### src/include/opdec_defs.vh
// Constants for the opcode decoder and condition-flag unit: APB offsets,
// field positions, reset values and flag-case codes.
// Assumes a 32-bit APB with word-aligned registers.
`ifndef OPDEC_DEFS_VH
`define OPDEC_DEFS_VH

// Register byte offsets
`define CTRL_OFF 8'h00
`define DST_OFF 8'h04
`define DST_HI_OFF 8'h08
`define SRC_OFF 8'h0C
`define ALU_OFF 8'h10
`define PSW_OFF 8'h14
`define LOADED_OFF 8'h18
`define STATUS_OFF 8'h1C
`define EXEC_OFF 8'h20

// Control register fields
`define CTRL_OPC_HI 15
`define CTRL_TWO_BYTE 16
`define CTRL_EXPANDED 17
`define CTRL_TRUNC 18
`define CTRL_TYPE_CHG 19
`define CTRL_PSW_SRC 20
`define CTRL_PSW_DST 21
`define CTRL_SRC_SIGNED 22
`define CTRL_COP_ACCEPT 23
`define CTRL_WIDTH 24

// ALU flag inputs
`define ALU_CARRY 0
`define ALU_OVF 1

// Status word flag positions
`define PSW_V 18
`define PSW_C 19
`define PSW_Z 20
`define PSW_N 21
`define PSW_X 22
`define PSW_FLAG_LO 18
`define PSW_FLAG_HI 21

// Status register fields
`define ST_CASE_LO 0
`define ST_SIZE_LO 4
`define ST_COUNT_LO 6
`define ST_ILLEGAL 9
`define ST_OVF_EXC 10
`define ST_READS_X 11

// Operand sizes
`define SIZE_BYTE 2'h0
`define SIZE_HALF 2'h1
`define SIZE_WORD 2'h2

// Flag cases; zero means flags unchanged
`define FC_NONE 4'h0
`define FC_EXT_CLR 4'hB
`define FC_EXT_SET 4'hC

// Two-byte opcode prefix
`define PREFIX_BYTE 8'h30

`define PSW_RESET 32'h0000_0000
`define CTRL_RESET 24'h00_0000

`endif

### src/rtl/opcode_decode_and_flag_logic.v
// Opcode decoder and condition-flag unit with an APB register port.
// Assumes the datapath (or software) supplies the destination result,
// source, raw carry/overflow and operand-mode qualifiers before execute.
//
// What this block does
// - Case 1: N=MSB, Z=zero, C=0, V=truncated in expanded mode.
// - Case 2: N, Z, carry and overflow.
// - Cases 3,4: N, Z, C=0, V=overflow; case 4 clears V on a narrow magnitude.
// - Case 5: V only on type change overflow.
// - Case 6: flags from source, signed sign.
// - Case 7: N, Z from returned word.
// - Cases 8,9: load whole status word.
// - Case 10: copy bits 18-21 on accept.
// - Status word as source/destination overrides.
// - Size from opcode, two-byte forms forced to word.
// - Overflow in cases 2-5 raises exception; result arrives truncated.
// - Decode move ops and move address.
// - Decode complemented and negated moves.
// - Decode swap and compare-and-swap.
// - Decode two-byte ops, flags unchanged.
// - Decode field extract and insert.
// - Decode divide and modulo.
// - Decode arithmetic shifts.
// - Decode BCD add/subtract, read extend.
// - Extend set/clear; pack, unpack unchanged.
// - Decode AND, XOR, OR forms.
// - Decode compare and test.
`timescale 1ns/1ps
`include "opdec_defs.vh"

module opcode_decode_and_flag_logic (
	input wire pclk,
	input wire presetn,
	input wire psel,
	input wire penable,
	input wire pwrite,
	input wire [7:0] paddr,
	input wire [31:0] pwdata,
	output reg [31:0] prdata,
	output reg pready,
	output reg pslverr,
	output reg [31:0] processor_status_word,
	output reg illegal_opcode,
	output reg integer_overflow
);

	// Decode result in the decode-status layout: case, size, count, illegal, extend use
	function [11:0] decode;
		input [15:0] opc;
		input two_byte;
		reg [3:0] fc;
		reg [2:0] cnt;
		reg [1:0] sz;
		reg ill;
		reg rx;
		reg [7:0] op;
		reg [11:0] res;
		begin
			op = opc[7:0];
			fc = `FC_NONE;
			ill = 1'b0;
			rx = 1'b0;
			// Three-address forms sit in the top quarter of the opcode map
			cnt = (op[7:6] == 2'b11) ? 3'd3 : 3'd2;
			// Size from the low opcode bits
			if (op[1:0] == 2'b11)
				sz = `SIZE_BYTE;
			else if (op[1:0] == 2'b10)
				sz = `SIZE_HALF;
			else
				sz = `SIZE_WORD;
			// Only the prefix byte opens a two-byte opcode; any other is unassigned
			if (two_byte) begin
				sz = `SIZE_WORD;
				cnt = 3'd0;
				if (opc[15:8] != `PREFIX_BYTE)
					ill = 1'b1;
				else if (op == 8'h09 || op == 8'h19 || op == 8'h35 || op == 8'h1F)
					fc = `FC_NONE;
				else
					ill = 1'b1;
			end else begin
				case (op)
					8'h87, 8'h86, 8'h84, 8'h8B, 8'h8A, 8'h88: fc = 4'd1;
					8'h04: begin
						fc = 4'd1;
						sz = `SIZE_WORD;
					end
					8'h8F, 8'h8E, 8'h8C: fc = 4'd2;
					8'h1F, 8'h1E, 8'h1C: fc = 4'd1;
					8'h09: begin
						fc = 4'd2;
						sz = `SIZE_WORD;
						cnt = 3'd3;
					end
					8'hCF, 8'hCE, 8'hCC, 8'hCB, 8'hCA, 8'hC8: begin
						fc = 4'd1;
						cnt = 3'd4;
					end
					8'hAF, 8'hAE, 8'hAC, 8'hA7, 8'hA6, 8'hA4: fc = 4'd3;
					8'hEF, 8'hEE, 8'hEC, 8'hE7, 8'hE6, 8'hE4: fc = 4'd4;
					8'hC0: begin
						fc = 4'd5;
						sz = `SIZE_WORD;
					end
					8'hC7, 8'hC6, 8'hC4: fc = 4'd3;
					8'hA3, 8'hE3, 8'h9B, 8'hDB: begin
						fc = 4'd7;
						rx = 1'b1;
					end
					8'h0B: begin
						fc = `FC_EXT_CLR;
						cnt = 3'd0;
					end
					8'h0A: begin
						fc = `FC_EXT_SET;
						cnt = 3'd0;
					end
					8'h0E, 8'h0F: fc = `FC_NONE;
					8'hBB, 8'hBA, 8'hB8, 8'hB7, 8'hB6, 8'hB4, 8'hB3, 8'hB2, 8'hB0: fc = 4'd1;
					8'hFB, 8'hFA, 8'hF8, 8'hF7, 8'hF6, 8'hF4, 8'hF3, 8'hF2, 8'hF0: fc = 4'd1;
					8'h3F, 8'h3E, 8'h3C: fc = 4'd2;
					8'h2B, 8'h2A, 8'h28: begin
						fc = 4'd6;
						cnt = 3'd1;
					end
					8'h9F, 8'h9E, 8'h9C, 8'hDF, 8'hDE, 8'hDC: fc = 4'd2;
					8'hBF, 8'hBE, 8'hBC, 8'hFF, 8'hFE, 8'hFC: fc = 4'd2;
					8'h93, 8'h92, 8'h90, 8'h97, 8'h96, 8'h94: begin
						fc = 4'd2;
						cnt = 3'd1;
					end
					8'h83, 8'h82, 8'h80: begin
						fc = 4'd2;
						cnt = 3'd1;
					end
					8'hAB, 8'hAA, 8'hA8: fc = 4'd3;
					8'hEB, 8'hEA, 8'hE8: fc = 4'd4;
					8'h3B, 8'h3A, 8'h38: fc = 4'd1;
					8'hD8: begin
						fc = 4'd2;
						sz = `SIZE_WORD;
					end
					8'hD3, 8'hD2, 8'hD0: fc = 4'd1;
					8'hD4: begin
						fc = 4'd1;
						sz = `SIZE_WORD;
					end
					default: ill = 1'b1;
				endcase
			end
			// An unassigned opcode must not touch the flags or claim operands
			if (ill) begin
				fc = `FC_NONE;
				cnt = 3'd0;
			end
			res = 12'h000;
			res[`ST_CASE_LO +: 4] = fc;
			res[`ST_SIZE_LO +: 2] = sz;
			res[`ST_COUNT_LO +: 3] = cnt;
			res[`ST_ILLEGAL] = ill;
			res[`ST_READS_X] = rx;
			decode = res;
		end
	endfunction

	// Sign bit of a value at the operand size
	function msb_at;
		input [1:0] sz;
		input [31:0] val;
		begin
			if (sz == `SIZE_BYTE)
				msb_at = val[7];
			else if (sz == `SIZE_HALF)
				msb_at = val[15];
			else
				msb_at = val[31];
		end
	endfunction

	// Zero test at the operand size
	function zero_at;
		input [1:0] sz;
		input [31:0] val;
		begin
			if (sz == `SIZE_BYTE)
				zero_at = (val[7:0] == 8'h00);
			else if (sz == `SIZE_HALF)
				zero_at = (val[15:0] == 16'h0000);
			else
				zero_at = (val == 32'h0000_0000);
		end
	endfunction

	// Register map, byte offsets:
	// 0x00 control: opcode, two-byte flag and operand-mode qualifiers
	// 0x04 destination result, already truncated to 32 bits
	// 0x08 upper half of a wide result magnitude
	// 0x0C source operand
	// 0x10 raw carry/borrow (bit 0) and overflow (bit 1) from the datapath
	// 0x14 status word, direct load
	// 0x18 status word to load or restore, or a coprocessor status word
	// 0x1C decode status: case, size, count, illegal, sticky overflow, extend use
	// 0x20 execute strobe, any write
	reg [`CTRL_WIDTH-1:0] ctrl_reg;
	reg [31:0] dst_reg;
	reg [31:0] dst_hi_reg;
	reg [31:0] src_reg;
	reg [1:0] alu_reg;
	reg [31:0] loaded_reg;
	reg [11:0] status_reg;
	reg ovf_sticky_reg;
	reg exec_reg;

	wire [11:0] dec = decode(ctrl_reg[`CTRL_OPC_HI:0], ctrl_reg[`CTRL_TWO_BYTE]);
	wire [3:0] dec_case = dec[3:0];
	wire [1:0] dec_size = dec[5:4];
	wire dec_illegal = dec[`ST_ILLEGAL];

	wire apb_setup = psel & ~penable;
	wire apb_write = psel & penable & pready & pwrite;
	wire addr_ok = (paddr[1:0] == 2'b00) && (paddr <= `EXEC_OFF);
	// Shared write selects for the execute process
	wire wr_psw = apb_write && (paddr == `PSW_OFF);
	wire wr_status = apb_write && (paddr == `STATUS_OFF);

	// Computed flags {N, Z, C, V} and whether the case changes them
	reg [3:0] nzcv;
	reg ovf_exc_next;
	reg [31:0] psw_next;
	reg wide_clear;

	always @* begin
		nzcv = 4'h0;
		ovf_exc_next = 1'b0;
		psw_next = processor_status_word;
		// Narrow magnitude: the full product fits 32 bits but sets bit 31
		wide_clear = (dec_size == `SIZE_WORD) && (dst_hi_reg == 32'h0000_0000) && dst_reg[31];
		case (dec_case)
			4'd1: nzcv = {msb_at(dec_size, dst_reg), zero_at(dec_size, dst_reg), 1'b0,
				ctrl_reg[`CTRL_EXPANDED] & ctrl_reg[`CTRL_TRUNC]};
			4'd2: nzcv = {msb_at(dec_size, dst_reg), zero_at(dec_size, dst_reg),
				alu_reg[`ALU_CARRY], alu_reg[`ALU_OVF]};
			4'd3: nzcv = {msb_at(dec_size, dst_reg), zero_at(dec_size, dst_reg), 1'b0,
				alu_reg[`ALU_OVF]};
			4'd4: nzcv = {msb_at(dec_size, dst_reg), zero_at(dec_size, dst_reg), 1'b0,
				alu_reg[`ALU_OVF] & ~wide_clear};
			4'd5: nzcv = {msb_at(dec_size, dst_reg), zero_at(dec_size, dst_reg), 1'b0,
				ctrl_reg[`CTRL_TYPE_CHG] & alu_reg[`ALU_OVF]};
			4'd6: nzcv = {ctrl_reg[`CTRL_SRC_SIGNED] & msb_at(dec_size, src_reg),
				zero_at(dec_size, src_reg), 2'b00};
			// Packed decimal results are judged on the whole word, not the operand size
			4'd7: nzcv = {dst_reg[31], dst_reg == 32'h0000_0000, 2'b00};
			default: nzcv = 4'h0;
		endcase
		// Arithmetic cases raise the exception on overflow; result is already truncated
		if (dec_case >= 4'd2 && dec_case <= 4'd5)
			ovf_exc_next = alu_reg[`ALU_OVF];
		if (dec_case >= 4'd1 && dec_case <= 4'd7) begin
			// A status-word source leaves the flags alone, except in case 7
			if (dec_case == 4'd7 || !ctrl_reg[`CTRL_PSW_SRC]) begin
				if (dec_case != 4'd7 && ctrl_reg[`CTRL_PSW_DST])
					psw_next[`PSW_FLAG_HI:`PSW_FLAG_LO] = dst_reg[`PSW_FLAG_HI:`PSW_FLAG_LO];
				else
					psw_next[`PSW_FLAG_HI:`PSW_FLAG_LO] = {nzcv[3], nzcv[2], nzcv[1], nzcv[0]};
			end
		end else if (dec_case == 4'd8 || dec_case == 4'd9) begin
			// Cases 8 to 10 are reserved codes; no opcode decoded here yields them
			psw_next = loaded_reg;
		end else if (dec_case == 4'd10) begin
			if (ctrl_reg[`CTRL_COP_ACCEPT])
				psw_next[`PSW_FLAG_HI:`PSW_FLAG_LO] = loaded_reg[`PSW_FLAG_HI:`PSW_FLAG_LO];
		end else if (dec_case == `FC_EXT_CLR) begin
			psw_next[`PSW_X] = 1'b0;
		end else if (dec_case == `FC_EXT_SET) begin
			psw_next[`PSW_X] = 1'b1;
		end
	end

	// APB slave: no wait states; read data still comes from a flip-flop
	always @(posedge pclk or negedge presetn) begin
		if (!presetn) begin
			pready <= 1'b0;
			pslverr <= 1'b0;
			prdata <= 32'h0000_0000;
		end else begin
			// Ready follows only a setup cycle, so each transfer gets one answer
			pready <= apb_setup;
			// Misaligned or unmapped addresses answer with an error rather than a hang
			pslverr <= apb_setup & ~addr_ok;
			// Read data is captured at setup so it stands through the access phase
			if (apb_setup & ~pwrite) begin
				if (paddr == `CTRL_OFF)
					prdata <= {8'h00, ctrl_reg};
				else if (paddr == `DST_OFF)
					prdata <= dst_reg;
				else if (paddr == `DST_HI_OFF)
					prdata <= dst_hi_reg;
				else if (paddr == `SRC_OFF)
					prdata <= src_reg;
				else if (paddr == `ALU_OFF)
					prdata <= {30'h0000_0000, alu_reg};
				else if (paddr == `PSW_OFF)
					prdata <= processor_status_word;
				else if (paddr == `LOADED_OFF)
					prdata <= loaded_reg;
				else if (paddr == `STATUS_OFF)
					prdata <= {20'h0_0000, status_reg[11], ovf_sticky_reg, status_reg[9:0]};
				else
					prdata <= 32'h0000_0000;
			end
		end
	end

	// Software-written registers
	always @(posedge pclk or negedge presetn) begin
		if (!presetn) begin
			ctrl_reg <= `CTRL_RESET;
			dst_reg <= 32'h0000_0000;
			dst_hi_reg <= 32'h0000_0000;
			src_reg <= 32'h0000_0000;
			alu_reg <= 2'h0;
			loaded_reg <= 32'h0000_0000;
			exec_reg <= 1'b0;
		end else begin
			exec_reg <= 1'b0;
			if (apb_write) begin
				if (paddr == `CTRL_OFF)
					ctrl_reg <= pwdata[`CTRL_WIDTH-1:0];
				else if (paddr == `DST_OFF)
					dst_reg <= pwdata;
				else if (paddr == `DST_HI_OFF)
					dst_hi_reg <= pwdata;
				else if (paddr == `SRC_OFF)
					src_reg <= pwdata;
				else if (paddr == `ALU_OFF)
					alu_reg <= pwdata[1:0];
				else if (paddr == `LOADED_OFF)
					loaded_reg <= pwdata;
				else if (paddr == `EXEC_OFF)
					exec_reg <= 1'b1;
			end
		end
	end

	// Execute: latch decode, update the status word, pulse the event outputs
	always @(posedge pclk or negedge presetn) begin
		if (!presetn) begin
			processor_status_word <= `PSW_RESET;
			status_reg <= 12'h000;
			ovf_sticky_reg <= 1'b0;
			illegal_opcode <= 1'b0;
			integer_overflow <= 1'b0;
		end else begin
			illegal_opcode <= exec_reg & dec_illegal;
			integer_overflow <= exec_reg & ovf_exc_next;
			// A direct status-word load loses to an execute in the same cycle
			if (exec_reg) begin
				// Bit 10 stays clear here; the sticky overflow is kept apart
				status_reg <= dec;
				processor_status_word <= psw_next;
			end else if (wr_psw) begin
				processor_status_word <= pwdata;
			end
			// A new overflow wins over a clear in the same cycle
			if (exec_reg & ovf_exc_next)
				ovf_sticky_reg <= 1'b1;
			else if (wr_status && pwdata[`ST_OVF_EXC])
				ovf_sticky_reg <= 1'b0;
		end
	end

endmodule // opcode_decode_and_flag_logic

### config.mk
export PLATFORM = sky130hd
export DESIGN_NAME = opcode_decode_and_flag_logic
export DESIGN_NICKNAME = d
export VERILOG_FILES = /design/src/rtl/opcode_decode_and_flag_logic.v
export VERILOG_INCLUDE_DIRS = /design/src /design/src/include
export SDC_FILE = /design/constraint.sdc
export NUM_CORES = 1
export LEC_CHECK = 0
export ABC_AREA = 1
export BUFFER_PORTS_ARGS = -buffer_cell sky130_fd_sc_hd__buf_4
export CORE_MARGIN = 3
export CORE_UTILIZATION = 54
export CTS_CLUSTER_SIZE = 30
export DETAILED_ROUTE_END_ITERATION = 7
export PLACE_DENSITY = 0.85
export SETUP_SLACK_MARGIN = 0.5
export SLEW_MARGIN = 20
export SYNTH_ARGS = -nofsm -noshare
export SYNTH_HDL_FRONTEND = slang
export SYNTH_SLANG_ARGS = --single-unit
### constraint.sdc
create_clock -name pclk -period 2.16 [get_ports pclk]
set_input_delay 0.648 -clock pclk [delete_from_list [all_inputs] [get_ports pclk]]
set_output_delay 0.648 -clock pclk [all_outputs]
set_load 0.01 [all_outputs]
==> results.yml, run 1 <==
outcome:
  stop_stage: "5_1_grt"
  tool.error: "[ERROR GRT-0232] Routing congestion too high. Check the congestion heatmap in the GUI."
  status: "aborted with a tool error"
clock_tree:
  cts_max_level: 1
  cts-buffers-inserted: 25
  clock-sinks: 235
  cts-root-buf: "clkbuf_16"
  clockBufferDepth: 3
placement:
  gp_congestion: 0.955
  io_buffer_count: 112
  dp_hpwl_mm: 29.4
  placed_area_sq_um: 14300
die:
  initial_core_util_pct: 55.3
  die_y_um: 153
  fp.dieW_um: 153
  rows: 53
  ios: 113
global_route:
  grt_overflow_total: 78
  antenna_found_initial: 10
  grt_start_max_net_pins: 60
  track_usage_pct: 84.4
logic_synthesis:
  netlist_area_sq_um: 11700
  ys_seq_elements: 235
  syn_nets: 1537
  synth_seq_area_share_pct: 50.4
  syn_area_per_cell_sq_um: 7.81
  synthFlopType: "dfrtp_1"
  yosysWarnings: 0
  netlist_instances: 1492
  synth-edff-count: 0
  synthArstFlopShare_pct: 100
  synth.distinct_cells: 44
sta:
  crit_endpoint: "processor_status_word[4]$_DFFE_PN0P_/D"
  worst_endpoint_kind: "register input"
[stage by stage]
stage	utilization (%)	cells	setup WS, ps	hold slack [ps]	setup TNS (ps)
2_1_floorplan	-	1492	-5.50	352	-62.0
3_3_place_gp	68.0	1974	-469	468	-17510
3_5_place_dp	68.0	1974	-471	477	-22000
4_1_cts	83.1	2139	-324	73.5	-9940
[metal layers]
metal,overflow,track usage [%]
met4,34,82.4
met5,0,55.7
met3,2,76.7
met1,4,84.3
met2,38,94.0
[cell families after synthesis]
logic type      after synthesis  share of synthesized area [%]
flops                       235                           50.4
buf+inv                     183                           6.46
simple gates                696                           24.6
compound gates              378                           18.5
[synthesized netlist by cell type (9+ instances only)]
master      n  share of area (%)
inv_1     103                3.3
nand4_1    25                1.3
a21oi_1    45                1.9
clkbuf_1   54                1.7
a221oi_1   17                1.3
o21ai_2    27                2.0
nor2_1    114                3.7
o21ai_0   247                 11
dfrtp_1   235                 50
inv_2       9               0.29
nor4_1     19                1.0
nand3_1    41                1.8
nor3_1     11               0.47
nand2_1   465                 15
[timing repair]
item / 4_1_cts
gates resized for setup: 326
hold buffers: 0
pin swaps: 49
endpoints found under the setup margin: 225
buffers inserted: 104
gates cloned: 16
==> run 2, diff against run 1 <==
- CORE_UTILIZATION: 54 -> 40
- CTS_CLUSTER_SIZE: 30 -> default
- PLACE_DENSITY: 0.85 -> default
- PLACE_DENSITY_LB_ADDON: default -> 0.15
- SETUP_SLACK_MARGIN: 0.5 -> default
- clock period: 2.16 -> 2.8 ns (I/O delays scaled with it)
==> run 2 against run 1 <==
The run now ends clean. Synthesized cell count unchanged. Synthesized area unchanged.
==> results.yml, run 2 <==
sta:
  min_period_ps: 2650
  max_freq_ghz: 0.377
  clock_skew_ps: 24.7
  drv_slew: 0
  rsz0062_at_grt: "false"
  hold_slack_ps: 282
  hold_violations: 0
  relSlewSlack_pct: 50.8
  finalCritPeriodShare_pct: 94.8
  tns_ps: 0
  finalSetupViolCount: 0
  tightest_slew_ps: 731
final_layout:
  drive_above_1_share_pct: 20.5
  antennaDiodeCount: 0
  nNetsFinal: 1719
  final_cell_mix: "462 x nand2_1, 247 x o21ai_0, 228 x dfrtp_1"
  post_layout_nonfiller_instances: 2070
  layout_commonest_cell: "nand2_1"
  syn_to_final_growth_pct: 25.2
logic_synthesis:
  synth_top_area_cell: "dfrtp_1"
  syn_nets: 1537
  synth-edff-count: 0
  ys_top_cells_by_area: "dfrtp_1 50%, nand2_1 15%, o21ai_0 11%, nor2_1 3.7%, inv_1 3.3%"
  post-synth-top-count-cell: "nand2_1"
  synth.distinct_cells: 44
  synthArstFlopShare_pct: 100
  ys_seq_elements: 235
  syn_area_per_cell_sq_um: 7.81
  synth_top_area_share_pct: 50.4
  synthFlopType: "dfrtp_1"
  synth_seq_area_share_pct: 50.4
  netlist_area_sq_um: 11700
  yosysWarnings: 0
  netlist_instances: 1492
  synth_common_cells: "465 x nand2_1, 247 x o21ai_0, 235 x dfrtp_1, 114 x nor2_1, 103 x inv_1"
critical_path:
  path_max_fanout: 18
  crit_type: "reg -> reg"
  cp_data_arrival_time_ps: 3070
  startpoint_type: "register"
  critPathRequiredTime_ps: 3210
  end_kind: "register"
  worst-r2r-setup-slack_ps: 150
clock_tree:
  cts-buffers-inserted: 26
  clk_pin_slew_worst_paths_ps: 60
  hold_buffers: 0
  clockBufferDepth: 3
  cts_tree: "built"
  clock-sinks: 235
  clock_latency_ps: 550
  cts_max_level: 1
  cts-root-buf: "clkbuf_16"
outcome:
  status: "completed"
power:
  p_leak_nw: 7.12
  power_density_nw_per_um2: 494
  ir_worst_vdd_uv: 332
routing:
  routed_via_density: 5.38
  wire_per_inst_um: 19.6
  drtPass1Iterations: 5
  wirelength_mm: 40.6
  vias: 11128
  drt_iter0_markers: 1047
  ant_nets: 0
  drt_drc_violations_left: 0
global_route:
  track_usage_pct: 26.0
  grt_pass1_wl_mm: 63.5
  grt_pass1_vias: 10652
  grt_start_max_net_pins: 68
  antenna_found_initial: 0
  grt_overflow_total: 0
placement:
  dp_hpwl_mm: 30.0
  gp_congestion: 0.985
  io_buffer_count: 112
  dp_cells: 2023
die:
  ios: 113
  fp.dieW_um: 177
  initial_core_util_pct: 41.3
  coreArea_sq_um: 28200
  die_y_um: 177
  die-area_sq_um: 31200
  rows: 61
run:
  max_cap_viol_count: 0
hold_path:
  hp-class: "in -> async"
==> run 2: cell counts after synthesis <==
No cell type changed its count.
==> run 2: per-stage QoR <==
stage,power (mW),setup WS (ps),cell area [sq um],util (%)
finish,7.21,145,14600,51.7
global placement,3.90,-26.0,13700,48.4
global route,7.44,1.06,14600,51.7
detailed placement,3.90,-75.4,13700,48.4
floorplan,3.64,224,11700,-
CTS,7.26,13.9,14500,51.4
==> run 2: power by group <==
part / internal [mW] / switching (mW) / total, mW
logic: 0.138 / 0.236 / 0.374
clock network: 1.96 / 1.40 / 3.37
registers: 3.43 / 0.0306 / 3.46
total: 5.54 / 1.67 / 7.21
==> run 2: metal layers <==
layer	up-vias	wire length, um	GRT usage, %
li1	5343	-	-
met1	5300	18500	38.9
met2	430	18300	40.4
met3	55	2890	3.35
met4	0	842	5.92
met5	-	0	0
==> run 2: cell type report <==
cell class              count  area [sq um]
fillers                  2774         13600
flip-flops and latches    235          5890
multi-input cells        1074          5110
repair buffers            223          1860
clock buffers              40           763
well taps                 378           473
inverters                 114           428
clock inverters             6          70.1
==> run 2: path summary, 6_finish.rpt <==
check,endpoint,cells after the start,start
worst min-delay path,src_reg[9]$_DFFE_PN0P_,1,presetn
max in group asynchronous,ctrl_reg[7]$_DFFE_PN0P_,2,presetn
worst max register to register,processor_status_word[10]$_DFFE_PN0P_,15,ctrl_reg[5]$_DFFE_PN0P_
min in group pclk,pready$_DFF_PN0_,2,penable
worst min register to register,prdata[22]$_DFFE_PN0P_,2,prdata[22]$_DFFE_PN0P_
worst max-delay path,processor_status_word[10]$_DFFE_PN0P_,15,ctrl_reg[5]$_DFFE_PN0P_
==> run 2: logic make-up after synthesis <==
kind of cell	Yosys count	synth area share, %
buffers and inverters	183	6.46
and+or+nand+nor	696	24.6
DFF	235	50.4
AOI/OAI and AO/OA	378	18.5
==> run 2: repair_timing <==
action,4_1_cts,5_1_grt
hold endpoints to repair,0,0
gates cloned,0,1
resized for setup,1,24
setup buffers,0,0
endpoints found under the setup margin,1,31
pin swaps,0,2
==> run 2: worst max-delay path, cell delays in order (launching register included) <==
cell and delay, ps:
dfrtp_2 440, nor2_1 160, nand2_1 150, buf_4 170
nor2_1 160, inv_1 60, o211ai_1 170, nor3_2 90
nand2_1 110, nor2_2 60, nor2_4 120, nand3_4 110
o21ai_2 180, or2_4 230, clkbuf_16 230, o21ai_2 60
Note: power is estimated with default switching activity, not from simulation.
